$ cat config.mk
export PLATFORM = sky130hd
export DESIGN_NAME = imx_exec
export DESIGN_NICKNAME = d
export VERILOG_FILES = /design/src/design/imx_pkg.sv /design/src/design/imx_exec.sv
export VERILOG_INCLUDE_DIRS = /design/src /design/src/design
export SDC_FILE = /design/constraint.sdc
export NUM_CORES = 1
export LEC_CHECK = 0
export BUFFER_PORTS_ARGS = -buffer_cell sky130_fd_sc_hd__buf_4
export CORE_MARGIN = 2
export CORE_UTILIZATION = 37
export DETAILED_ROUTE_END_ITERATION = 12
export GPL_ROUTABILITY_DRIVEN = 1
export SYNTH_ARGS = -nofsm -noshare
export SYNTH_HDL_FRONTEND = slang
export SYNTH_SLANG_ARGS = --single-unit
$ cat constraint.sdc
create_clock -name clk -period 3.2 [get_ports clk]
set_input_delay 0.16 -clock clk [delete_from_list [all_inputs] [get_ports clk]]
set_output_delay 0.16 -clock clk [all_outputs]
set_load 0.02 [all_outputs]
$ cat src/design/imx_defines.svh
// Constants for the indirect store / misc execute block.
// Assumes inclusion by the package and the design module only.
`ifndef IMX_DEFINES_SVH
`define IMX_DEFINES_SVH
`define IMX_MODE_PREINC     2'h0
`define IMX_MODE_PREDEC     2'h1
`define IMX_MODE_POSTINC    2'h2
`define IMX_MODE_POSTDEC    2'h3
`define IMX_PTR_RESET       16'h0000
`define IMX_OPTION_RESET    8'hFF
`define IMX_STATUS_RESET    8'h00
`define IMX_WORKING_RESET   8'h00
`define IMX_RI_FLAG_RESET   1'h1
`define IMX_PTR_ONE         16'h0001
`define IMX_RESET_PULSE_CYC 4'h2
`endif

$ cat src/design/imx_pkg.sv
// Types for the indirect store / misc execute block.
// Assumes the defines header sits beside it.
`include "imx_defines.svh"
package imx_pkg;
  typedef enum logic [2:0] {
    IMX_OP_NONE,
    IMX_OP_NOP,
    IMX_OP_STORE_MODE,
    IMX_OP_STORE_REL,
    IMX_OP_OPTION,
    IMX_OP_RESET
  } imx_op_e;
  typedef enum logic [0:0] {
    IMX_ST_RUN,
    IMX_ST_RESET
  } imx_state_e;
endpackage

$ cat src/design/imx_exec.sv
// Execute stage for indirect store, no-op, option load and software reset.
// Assumes decode presents one op per cycle with op_valid, on the core clock.
//
// Operation
// - Indirect store writes working value to memory through selected pointer.
// - Modes 00/01 adjust pointer by one before forming write address.
// - Modes 10/11 write at current pointer, then adjust it by one.
// - Indirect port has no storage; access goes to pointer's address.
// - Pointer is 16 bits and wraps modulo its range.
// - Pointer update by indirect store leaves all status flags unchanged.
// - Option load copies working value to option register in one cycle.
// - Software reset triggers device reset and clears reset-instruction flag.
`timescale 1ns/100ps
`include "imx_defines.svh"
module imx_exec
  import imx_pkg::*;
(
  input  wire logic        clk,
  input  wire logic        rst,
  input  wire logic        op_valid,
  input  imx_op_e          op_code,
  input  wire logic        ptr_select,
  input  wire logic [1:0]  pointer_mode_code,
  input  wire logic [5:0]  rel_offset,
  input  wire logic        working_load,
  input  wire logic [7:0]  working_data,
  input  wire logic        ptr_load,
  input  wire logic [15:0] ptr_load_data,
  input  wire logic        status_load,
  input  wire logic [7:0]  status_data,
  input  wire logic        ri_flag_set,
  output logic             mem_wr,
  output logic [15:0]      mem_addr,
  output logic [7:0]       mem_wdata,
  output logic             pc_advance,
  output logic [15:0]      file_select_pointer0,
  output logic [15:0]      file_select_pointer1,
  output logic [7:0]       option_reg,
  output logic [7:0]       status_reg,
  output logic [7:0]       working_reg,
  output logic             reset_instr_flag,
  output logic             device_reset_req
);

  // Two pointers only; the indirect port itself keeps no storage
  logic [15:0] ptr_reg [2];
  logic [15:0] ptr_next [2];
  logic        mem_wr_reg,  mem_wr_next;
  logic [15:0] addr_reg,    addr_next;
  logic [7:0]  wdata_reg,   wdata_next;
  logic        pc_reg,      pc_next;
  logic [7:0]  option_reg_q, option_next;
  logic [7:0]  status_reg_q, status_next;
  logic [7:0]  working_reg_q, working_next;
  logic        ri_reg,      ri_next;
  imx_state_e  state_reg,   state_next;
  logic [3:0]  cnt_reg,     cnt_next;
  logic        dev_rst_reg, dev_rst_next;

  // Shared pointer arithmetic, 16 bits wide so wrap comes for free
  logic [15:0] cur_ptr;
  logic [15:0] ptr_inc;
  logic [15:0] ptr_dec;
  logic [15:0] rel_addr;
  logic        run_op;

  assign cur_ptr  = ptr_reg[ptr_select];
  assign ptr_inc  = cur_ptr + `IMX_PTR_ONE;
  assign ptr_dec  = cur_ptr - `IMX_PTR_ONE;
  // Sign extend 6-bit offset, wrap like the pointer
  assign rel_addr = cur_ptr + {{10{rel_offset[5]}}, rel_offset};
  // Ops are ignored while the software reset pulse runs
  assign run_op   = op_valid && (state_reg == IMX_ST_RUN);

  // Load inputs first so an executing op overrides them
  always_comb begin
    ptr_next[0]  = ptr_reg[0];
    ptr_next[1]  = ptr_reg[1];
    mem_wr_next  = 1'b0;
    addr_next    = addr_reg;
    wdata_next   = wdata_reg;
    pc_next      = 1'b0;
    option_next  = option_reg_q;
    status_next  = status_reg_q;
    working_next = working_reg_q;
    ri_next      = ri_reg;
    state_next   = state_reg;
    cnt_next     = cnt_reg;
    dev_rst_next = 1'b0;
    if (ptr_load) begin
      ptr_next[ptr_select] = ptr_load_data;
    end
    if (status_load) begin
      status_next = status_data;
    end
    if (working_load) begin
      working_next = working_data;
    end
    if (ri_flag_set) begin
      ri_next = 1'b1;
    end
    // Pointer written by the op wins over a same-cycle ptr_load
    case (state_reg)
      IMX_ST_RUN: begin
        if (run_op) begin
          pc_next = 1'b1;
          case (op_code)
            IMX_OP_STORE_MODE: begin
              // No storage for the port: write lands at pointer address
              mem_wr_next = 1'b1;
              wdata_next  = working_reg_q;
              // Status untouched on all pointer updates
              case (pointer_mode_code)
                `IMX_MODE_PREINC: begin
                  addr_next            = ptr_inc;
                  ptr_next[ptr_select] = ptr_inc;
                end
                `IMX_MODE_PREDEC: begin
                  addr_next            = ptr_dec;
                  ptr_next[ptr_select] = ptr_dec;
                end
                `IMX_MODE_POSTINC: begin
                  addr_next            = cur_ptr;
                  ptr_next[ptr_select] = ptr_inc;
                end
                default: begin
                  addr_next            = cur_ptr;
                  ptr_next[ptr_select] = ptr_dec;
                end
              endcase
            end
            IMX_OP_STORE_REL: begin
              // Offset form never moves the pointer
              mem_wr_next = 1'b1;
              addr_next   = rel_addr;
              wdata_next  = working_reg_q;
            end
            IMX_OP_OPTION: begin
              option_next = working_reg_q;
            end
            IMX_OP_RESET: begin
              // Set from outside loses here: reset source must read as software
              ri_next      = 1'b0;
              dev_rst_next = 1'b1;
              cnt_next     = `IMX_RESET_PULSE_CYC;
              state_next   = IMX_ST_RESET;
              pc_next      = 1'b0;
            end
            default: begin
            end
          endcase
        end
      end
      IMX_ST_RESET: begin
        // Core state returns to reset values; flag keeps its cleared value unless ri_flag_set sets it
        ptr_next[0]  = `IMX_PTR_RESET;
        ptr_next[1]  = `IMX_PTR_RESET;
        option_next  = `IMX_OPTION_RESET;
        status_next  = `IMX_STATUS_RESET;
        working_next = `IMX_WORKING_RESET;
        // Ops arriving here are dropped; no pc_advance during the window
        if (cnt_reg == 4'h1) begin
          state_next = IMX_ST_RUN;
        end else begin
          dev_rst_next = 1'b1;
          cnt_next     = cnt_reg - 4'h1;
        end
      end
      default: begin
        state_next = IMX_ST_RUN;
      end
    endcase
  end

  // Sync reset only; registers just take the next values
  always_ff @(posedge clk) begin
    if (rst) begin
      ptr_reg[0]    <= `IMX_PTR_RESET;
      ptr_reg[1]    <= `IMX_PTR_RESET;
      mem_wr_reg    <= 1'b0;
      addr_reg      <= `IMX_PTR_RESET;
      wdata_reg     <= 8'h00;
      pc_reg        <= 1'b0;
      option_reg_q  <= `IMX_OPTION_RESET;
      status_reg_q  <= `IMX_STATUS_RESET;
      working_reg_q <= `IMX_WORKING_RESET;
      ri_reg        <= `IMX_RI_FLAG_RESET;
      state_reg     <= IMX_ST_RUN;
      cnt_reg       <= 4'h0;
      dev_rst_reg   <= 1'b0;
    end else begin
      ptr_reg[0]    <= ptr_next[0];
      ptr_reg[1]    <= ptr_next[1];
      mem_wr_reg    <= mem_wr_next;
      addr_reg      <= addr_next;
      wdata_reg     <= wdata_next;
      pc_reg        <= pc_next;
      option_reg_q  <= option_next;
      status_reg_q  <= status_next;
      working_reg_q <= working_next;
      ri_reg        <= ri_next;
      state_reg     <= state_next;
      cnt_reg       <= cnt_next;
      dev_rst_reg   <= dev_rst_next;
    end
  end

  // Every output comes straight from a flop, no decode after it
  assign mem_wr               = mem_wr_reg;
  assign mem_addr             = addr_reg;
  assign mem_wdata            = wdata_reg;
  assign pc_advance           = pc_reg;
  assign file_select_pointer0 = ptr_reg[0];
  assign file_select_pointer1 = ptr_reg[1];
  assign option_reg           = option_reg_q;
  assign status_reg           = status_reg_q;
  assign working_reg          = working_reg_q;
  assign reset_instr_flag     = ri_reg;
  assign device_reset_req     = dev_rst_reg;

endmodule // imx_exec

# After elaboration in Yosys (flattened, before gate mapping)

Memory sizes are Yosys's and may differ from the RTL's.
Cells that the tools add are included.

Register bits after elaboration: 56
Input bits: 51
Memory bits (writable): 32
Output and inout bits: 84
Word-level logic and storage cells: 79
Memories kept: 1

Equal/unequal tests: 11
Bitwise gates (word level): 5
$add $sub $neg: 4
Multiplexer cells: 34
Reductions and logical operators: 12
Magnitude comparators: 2

Memories:

| name    | depth | bits a word | read ports | clocked after memory_dff | wr ports | line           | text |
|---|---|---|---|---|---|---|---|
| ptr_reg | 2     | 16          | 3          | 0                        | 2        | imx_exec.sv:46 | `logic [15:0] ptr_reg [2];` |

Operator list:

| operator              | number |
|---|---|
| $mux 32               | 4 |
| $bwmux 32             | 3 |
| $pmux 16 s2           | 2 |
| $pmux 32 s2           | 1 |
| $mux 16               | 3 |
| $add 16x1->16 const B | 1 |
| $add 16x16->16        | 1 |
| $demux 16 s1          | 1 |
| $mux 8                | 2 |
| $pmux 8 s2            | 1 |
| $sub 16x1->16 const B | 1 |
| $mux 1                | 12 |
| $mux 4                | 3 |
| $reduce_and 3->1      | 3 |
| $pmux 4 s2            | 1 |
| $eq 3x2->1 const B    | 2 |
| $eq 3x3->1 const B    | 2 |
| $reduce_or 2->1       | 3 |
| $eq 4x1->1 const B    | 1 |
| $ne 2x1->1 const B    | 2 |
| $ne 2x2->1 const B    | 2 |
| $sub 4x1->4 const B   | 1 |
| $reduce_or 3->1       | 1 |
| $eq 2x1->1 const B    | 1 |
| other kinds (11)      | 14 |

# Depth between registers and ports, before layout

Gate-level depths: netlist (run 1).

Word-level depth: 13
Gate-level depth with buffers: 17
Mapped depth without buffers: 12

# Worst setup path before layout (run 1)

No wires, ideal clock.

Path type: input -> register
Start: input port ptr_select
End: register addr_reg[10] (netlist: mem_addr[10])
Stages on the path: 17
Required time: 3.085 ns
Data arrival time: 3.195 ns
Buffers on the path: 5
Library setup time: 0.115 ns
Slack: -0.109 ns
Cells stage by stage: buf_6 -> buf_12 -> buf_12 -> buf_2 -> buf_2 -> mux2i_1 -> inv_1 -> ha_1 -> inv_1 -> fa_1 -> nand2b_1 -> a21oi_1 -> o41ai_1 -> nor2b_1 -> o21ai_0 -> xnor2_1 -> a2111oi_0

Cells in the longest elaborated chain, start to end: 4
Elaborated cells on any way between the ends: 6
Those cells by class: add/sub (3); mux (2); memory (1)

RTL lines:

| item                                                                   | line            | text |
|---|---|---|
| from (decl)                                                            | imx_exec.sv:22  | `input wire logic ptr_select,` |
| $mem_v2 2x16 (*)                                                       | --              |  |
| $sub 16x1->16 (no source line) / $add 16x1->16 (equally long branches) | --              |  |
| $pmux 16 s2                                                            | imx_exec.sv:113 | `case (pointer_mode_code)` |
| $pmux 16 s2 (*)                                                        | imx_exec.sv:107 | `case (op_code)` |
| to (signal assigned)                                                   | imx_exec.sv:181 | `` addr_reg <= `IMX_PTR_RESET; `` |
| to (signal assigned)                                                   | imx_exec.sv:195 | `addr_reg <= addr_next;` |
| to (decl)                                                              | imx_exec.sv:49  | `logic [15:0] addr_reg, addr_next;` |

Every way passes the cells marked *; elsewhere a longest branch is shown, timed or not.
A chain may end at the register's enable or synchronous reset.

==> flow_summary.yaml, run 1 <==
run_status:
  status: "completed"
setup_path:
  rrSetupSlack_ns: 0.35
  worstSetupEndpoint: "mem_addr[10]$_SDFFE_PP0P_"
  crit_arrival_ns: 3.08
  cp-start-kind: "flop"
  reg2reg_to: "mem_addr[10]$_SDFFE_PP0P_"
  critPathLaunch: "ptr_reg[1][3]$_SDFF_PP0_"
  cp.required_ns: 3.43
  critical_path_class: "flop to flop"
  r2r_start: "ptr_reg[1][3]$_SDFF_PP0_"
  critPathCaptureType: "flop"
  rr_worst_depth: 10
  crit_fanout: 5
logic_synthesis:
  synth_area_leaders: "dfxtp_1 32%, mux2i_1 9.3%, nor2_1 5.1%"
  synth-simple-area-share_pct: 22.8
  synth_top_area_cell: "dfxtp_1"
  synth_enable_flop_cells: 0
  synth_compound_area_share_pct: 19.3
  synth_top_area_share_pct: 32.2
  synth_cells: 672
  yosys_warnings: 0
  synth_top_family_by_area: "simple AND/OR/NAND/NOR gates"
  synthMuxAreaShare_pct: 9.95
  synth-xor-area-share_pct: 5.92
  yosys_most_used_dff: "dfxtp_1"
  ys_ff_latch: 88
  async_reset_ff_share_pct: 0
  synth_fa_ha_area_share_pct: 4.71
  avgSynthCellArea_um2: 8.14
  syn_area_um2: 5470
  ys_seq_area_share_pct: 32.2
  synth_fp_nets: 743
  ys_types: 73
routing:
  drtPass1Iterations: 5
  drc: 0
  wl_per_cell_um: 18.0
  ant_nets: 0
  wl_um: 17700
  via_count: 5511
  via_per_inst: 5.60
  dr.first_iter.drc_count: 453
floorplanning:
  die_h_um: 126
  ios: 135
  core_um2: 14500
  die_w_um: 126
  start_util_pct: 37.8
  dieArea_um2: 15800
  rows: 44
placement:
  port_buffers: 134
  globalplace.congestion: 1.00
  postPlaceCellArea_um2: 6670
  dp_hpwl_um: 13300
cells_and_area:
  drive_gt1_share_pct: 23.9
  nNetsFinal: 866
  fillCellCount: 1424
  antennaDiodeCount: 0
  fin_area_um2: 6960
  largest_register_ff_count: 32
  area_growth_pct: 27.3
global_route:
  grt_pass1_vias: 5250
  grtUsageTotal_pct: 21.9
  grt_start_max_net_pins: 39
  grt_use_met2_pct: 34.5
  met1_usage_pct: 31.4
  overflow: 0
  top_usage_layer: "met2"
  antenna_found_initial: 0
  grt_first_pass_wirelength_um: 28200
  grt_util_met3_pct: 3.04
clock_tree:
  clk_path_buf_depth: 2
  root_buffer: "clkbuf_16"
  cts_htree_levels: 3
  post-cts-setup-buffers: 0
  cts_tree: "built"
  clkTransAtPathRegs_ns: 0.07
  cts_num_sinks: 88
  worstSkewPairLatency_ns: 0.35
  numCtsBuffers: 9
hold_path:
  hold_class: "primary input to flop"
  min_from: "status_data[5]"
  min_path_cells: 3
sta:
  period_needed_ns: 2.85
  finalClockSkew_ns: 0.0111
  hold_violations: 0
  setup_viol: 0
  post-route-period-util_pct: 89.1
  fmax_ghz: 0.351
  tightest_slew_ns: 0.729
  maxSlewHeadroom_pct: 51.4
  tns_ns: 0
  drv_slew: 0
  rsz0062_at_grt: "false"
pwr:
  ir_drop_mv: 0.225
  powerDensity_nw_per_um2: 429
  p_leak_nw: 3.10
job:
  drv_cap: 0
[per-layer routing]
metal  vias up  share of wire [%]  wire (µm)
met1      2616                 47       8280
met3        16                5.7       1010
li1       2681                  -          -
met2       198                 46       8140
met5         -                  0          0
met4         0                1.4        251
[per-stage QoR]
stage               util [%]  power, mW  cells  hold slack (ns)  setup WS, ns
floorplan                  -       1.70    672            0.308       0.00102
CTS                     48.0       2.99    984           0.0486         0.330
global route            48.1       3.12    984           0.0566        0.0266
detailed placement      46.0       1.97    968            0.403         0.163
global placement        46.0       1.96    968            0.395         0.270
finish                  48.1       2.98    984           0.0501         0.350
[cell usage in the layout (no fill, tap or decap), drive strengths merged, types with 10 or more instances in the layout]
master / n
nand2: 73
inv: 21
xnor2: 25
nor2: 76
nand3: 29
ha: 19
nand2b: 10
o21ai: 27
nor3: 16
mux2i: 51
a211oi: 20
clkbuf: 11
buf: 154
dfxtp: 88
a21oi: 37
xor2: 12
a311oi: 10
[cells by family (layout without fill, tap and decap cells)]
logic type,after synthesis,after routing
and+or+nand+nor,256,256
AOI/OAI and AO/OA,154,154
DFF,88,88
buffers and inverters,63,191
muxes,54,54
xor gates and xnor gates,37,37
adders and majority gates,20,20
[cells in the mapped netlist, types with 19 or more instances]
| library cell | n |
|---|---|
| dfxtp_1 | 88 |
| nor2_1 | 75 |
| nand2_1 | 73 |
| mux2i_1 | 51 |
| a21oi_1 | 36 |
| clkbuf_1 | 29 |
| nand3_1 | 28 |
| o21ai_0 | 25 |
| xnor2_1 | 25 |
| inv_1 | 20 |
| a211oi_1 | 19 |
| ha_1 | 19 |
[critical path, cell delays in order (launching register included)]
cell and delay, ns:
dfxtp_1 0.38, mux2i_1 0.33, inv_1 0.14, ha_1 0.34, o21ai_0 0.25, a21oi_2 0.09
o41ai_4 0.32, nor2b_1 0.25, o21ai_0 0.12, xnor2_1 0.15, a2111oi_0 0.37
[layout make-up]
type,count,area [µm²],share of cell area (%)
multi-input combinational,521,3450,49.6
sequential,88,1760,25.3
timing repair buffer,154,1160,16.6
clock buffer,11,243,3.49
tap,184,230,3.31
inverter,21,78.8,1.13
clock inverter,5,40.0,0.575
[power by group]
group	internal, mW	switching (mW)	total [mW]
Sequential	1.15	0.0636	1.21
Clock	0.554	0.469	1.02
Combinational	0.313	0.434	0.747
[how the worst min path moves through the flow]
stage                                             end  slack, ns
after floorplan            status_reg[0]$_SDFFE_PP0P_       0.31
after global placement     status_reg[2]$_SDFFE_PP0P_       0.39
after detailed placement  working_reg[1]$_SDFFE_PP0P_       0.40
after CTS                  status_reg[5]$_SDFFE_PP0P_       0.05
after global routing       status_reg[3]$_SDFFE_PP0P_       0.06
final                      status_reg[5]$_SDFFE_PP0P_       0.05
[what timing repair did]
action,CTS,global route
hold endpoints to repair,0,0
setup endpoints to repair,0,1
gates resized for setup,0,2
hold buffers,0,0
Power figures use the tool's default switching activity.
==> run 2, diff against run 1 <==
Settings changed: BUFFER_PORTS_ARGS -buffer_cell sky130_fd_sc_hd__buf_4 to unset, DONT_BUFFER_PORTS set to 1, GPL_ROUTABILITY_DRIVEN 1 to 0, PLACE_DENSITY set to 0.56.
==> run 2 against run 1 <==
- die area is the same
- design area decreased by 7.3%
- critical path depth is the same
==> flow_summary.yaml, run 2 (synthesis results as in run 1) <==
sta:
  rsz0062_at_grt: "false"
  hold_violations: 0
  post-route-period-util_pct: 90.9
  period_needed_ns: 2.91
  tns_ns: 0
  setup_viol: 0
  maxSlewHeadroom_pct: 34.7
  drv_slew: 0
  finalClockSkew_ns: 0.00603
  tightest_slew_ns: 0.976
  fmax_ghz: 0.344
  whs_ns: 0.00570
routing:
  wl_per_cell_um: 20.4
  via_count: 5265
  via_per_inst: 5.84
  dr.first_iter.drc_count: 457
  drtPass1Iterations: 5
  wl_um: 18400
  drc: 0
  ant_nets: 0
setup_path:
  cp_slowest_cell: "o41ai_2"
  critPathCaptureType: "flop"
  crit_arrival_ns: 3.14
  rrSetupSlack_ns: 0.29
  path_cells: "mux2i_1 > inv_1 > ha_1 > nand2b_1 > a21oi_1 > o41ai_2 > nor2b_1 > o21ai_0 > xnor2_1 > a2111oi_0"
  cp.required_ns: 3.44
  r2r_start: "ptr_reg[1][2]$_SDFF_PP0_"
  critical_path_class: "flop to flop"
  crit_fanout: 5
  reg2reg_to: "mem_addr[10]$_SDFFE_PP0P_"
  rr_worst_depth: 10
  worstSetupEndpoint: "mem_addr[10]$_SDFFE_PP0P_"
  critPathLaunch: "ptr_reg[1][2]$_SDFF_PP0_"
  cp_slowest_stage_delay_ns: 0.38
  cp-start-kind: "flop"
pwr:
  p_leak_nw: 2.62
  powerDensity_nw_per_um2: 448
  ir_drop_mv: 0.226
global_route:
  grt_start_max_net_pins: 50
  antenna_found_initial: 0
  grt_pass1_vias: 5207
  overflow: 0
  grt_first_pass_wirelength_um: 29100
  grtUsageTotal_pct: 23.0
placement:
  dp_hpwl_um: 13200
  port_buffers: 0
cells_and_area:
  drive_gt1_share_pct: 8.79
  antennaDiodeCount: 0
  final_common_cell: "dfxtp_1"
  nNetsFinal: 783
  largest_register_ff_count: 32
  area_growth_pct: 18.0
  final_cell_mix: "88 x dfxtp_1, 75 x nor2_1, 73 x nand2_1"
floorplanning:
  rows: 44
  start_util_pct: 37.8
  die_h_um: 126
  die_w_um: 126
  core_um2: 14500
  ios: 135
  dieArea_um2: 15800
clock_tree:
  clk_path_buf_depth: 2
  root_buffer: "clkbuf_16"
  cts_num_sinks: 88
  numCtsBuffers: 9
  cts_htree_levels: 3
  clkTransAtPathRegs_ns: 0.07
  cts_tree: "built"
  post-cts-setup-buffers: 0
  worstSkewPairLatency_ns: 0.35
job:
  drv_cap: 0
run_status:
  status: "completed"
hold_path:
  min_from: "working_data[2]"
  hold_class: "primary input to flop"
## run 2: area by class of cell
cell class              instances  area (µm²)
clock inverters                 7        55.1
clock buffers                   9         225
flip-flops and latches         88        1760
fillers                      1434        8030
repair buffers                 71         661
inverters                      21        78.8
well taps                     184         230
multi-input cells             521        3440
## run 2: repair_timing
item,CTS,global route
hold buffers,47,0
setup endpoints to repair,0,1
endpoints found under the hold margin,57,0
resized for setup,0,1
## run 2: metrics by stage
| step | setup WS (ns) | area, µm² | total power [mW] | utilization, % | instances |
|---|---|---|---|---|---|
| 6_report | 0.291 | 6450 | 2.89 | 44.6 | 901 |
| 5_1_grt | 0.0587 | 6450 | 3.01 | 44.6 | 901 |
| 4_1_cts | 0.269 | 6450 | 2.90 | 44.5 | 901 |
| 3_5_place_dp | 0.286 | 5690 | 1.81 | 39.3 | 838 |
| 3_3_place_gp | 0.421 | 5690 | 1.81 | 39.3 | 838 |
| 2_1_floorplan | 0.00102 | 5480 | 1.70 | - | 672 |
## run 2: where the power goes
part           internal (mW)  switching, mW  leakage (nW)
Combinational          0.261          0.344          1.76
Sequential              1.15          0.108         0.720
Clock                  0.536          0.489         0.138
## run 2: worst min path at each step
| stage | endpoint | slack, ns | cells past startpoint |
|---|---|---|---|
| 5_1_grt | ptr_reg[1][6]$_SDFF_PP0_ | 0.002 | 2 |
| 2_1_floorplan | status_reg[0]$_SDFFE_PP0P_ | 0.31 | 2 |
| 3_3_place_gp | ptr_reg[1][9]$_SDFF_PP0_ | 0.24 | 1 |
| 3_5_place_dp | ptr_reg[1][10]$_SDFF_PP0_ | 0.24 | 1 |
| 6_report | working_reg[2]$_SDFFE_PP0P_ | 0.006 | 2 |
| 4_1_cts | ptr_reg[1][6]$_SDFF_PP0_ | 0.001 | 2 |
## run 2: layer usage
metal | track usage [%] | vias up | routed length [µm]
met1 | 30.4 | 2510 | 8210
met2 | 36.5 | 207 | 8470
li1 | - | 2518 | -
met4 | 7.91 | 0 | 408
met5 | 0 | - | 0
met3 | 5.65 | 30 | 1310
## run 2: critical path, delay by kind of cell (launching register included)
kind / cells / cell delay, ns
buf+inv: 1 / 0.17
simple gates: 2 / 0.40
compound gates: 4 / 1.02
xor+xnor: 1 / 0.16
flops: 1 / 0.31
fa+ha+maj: 1 / 0.35
mux: 1 / 0.37
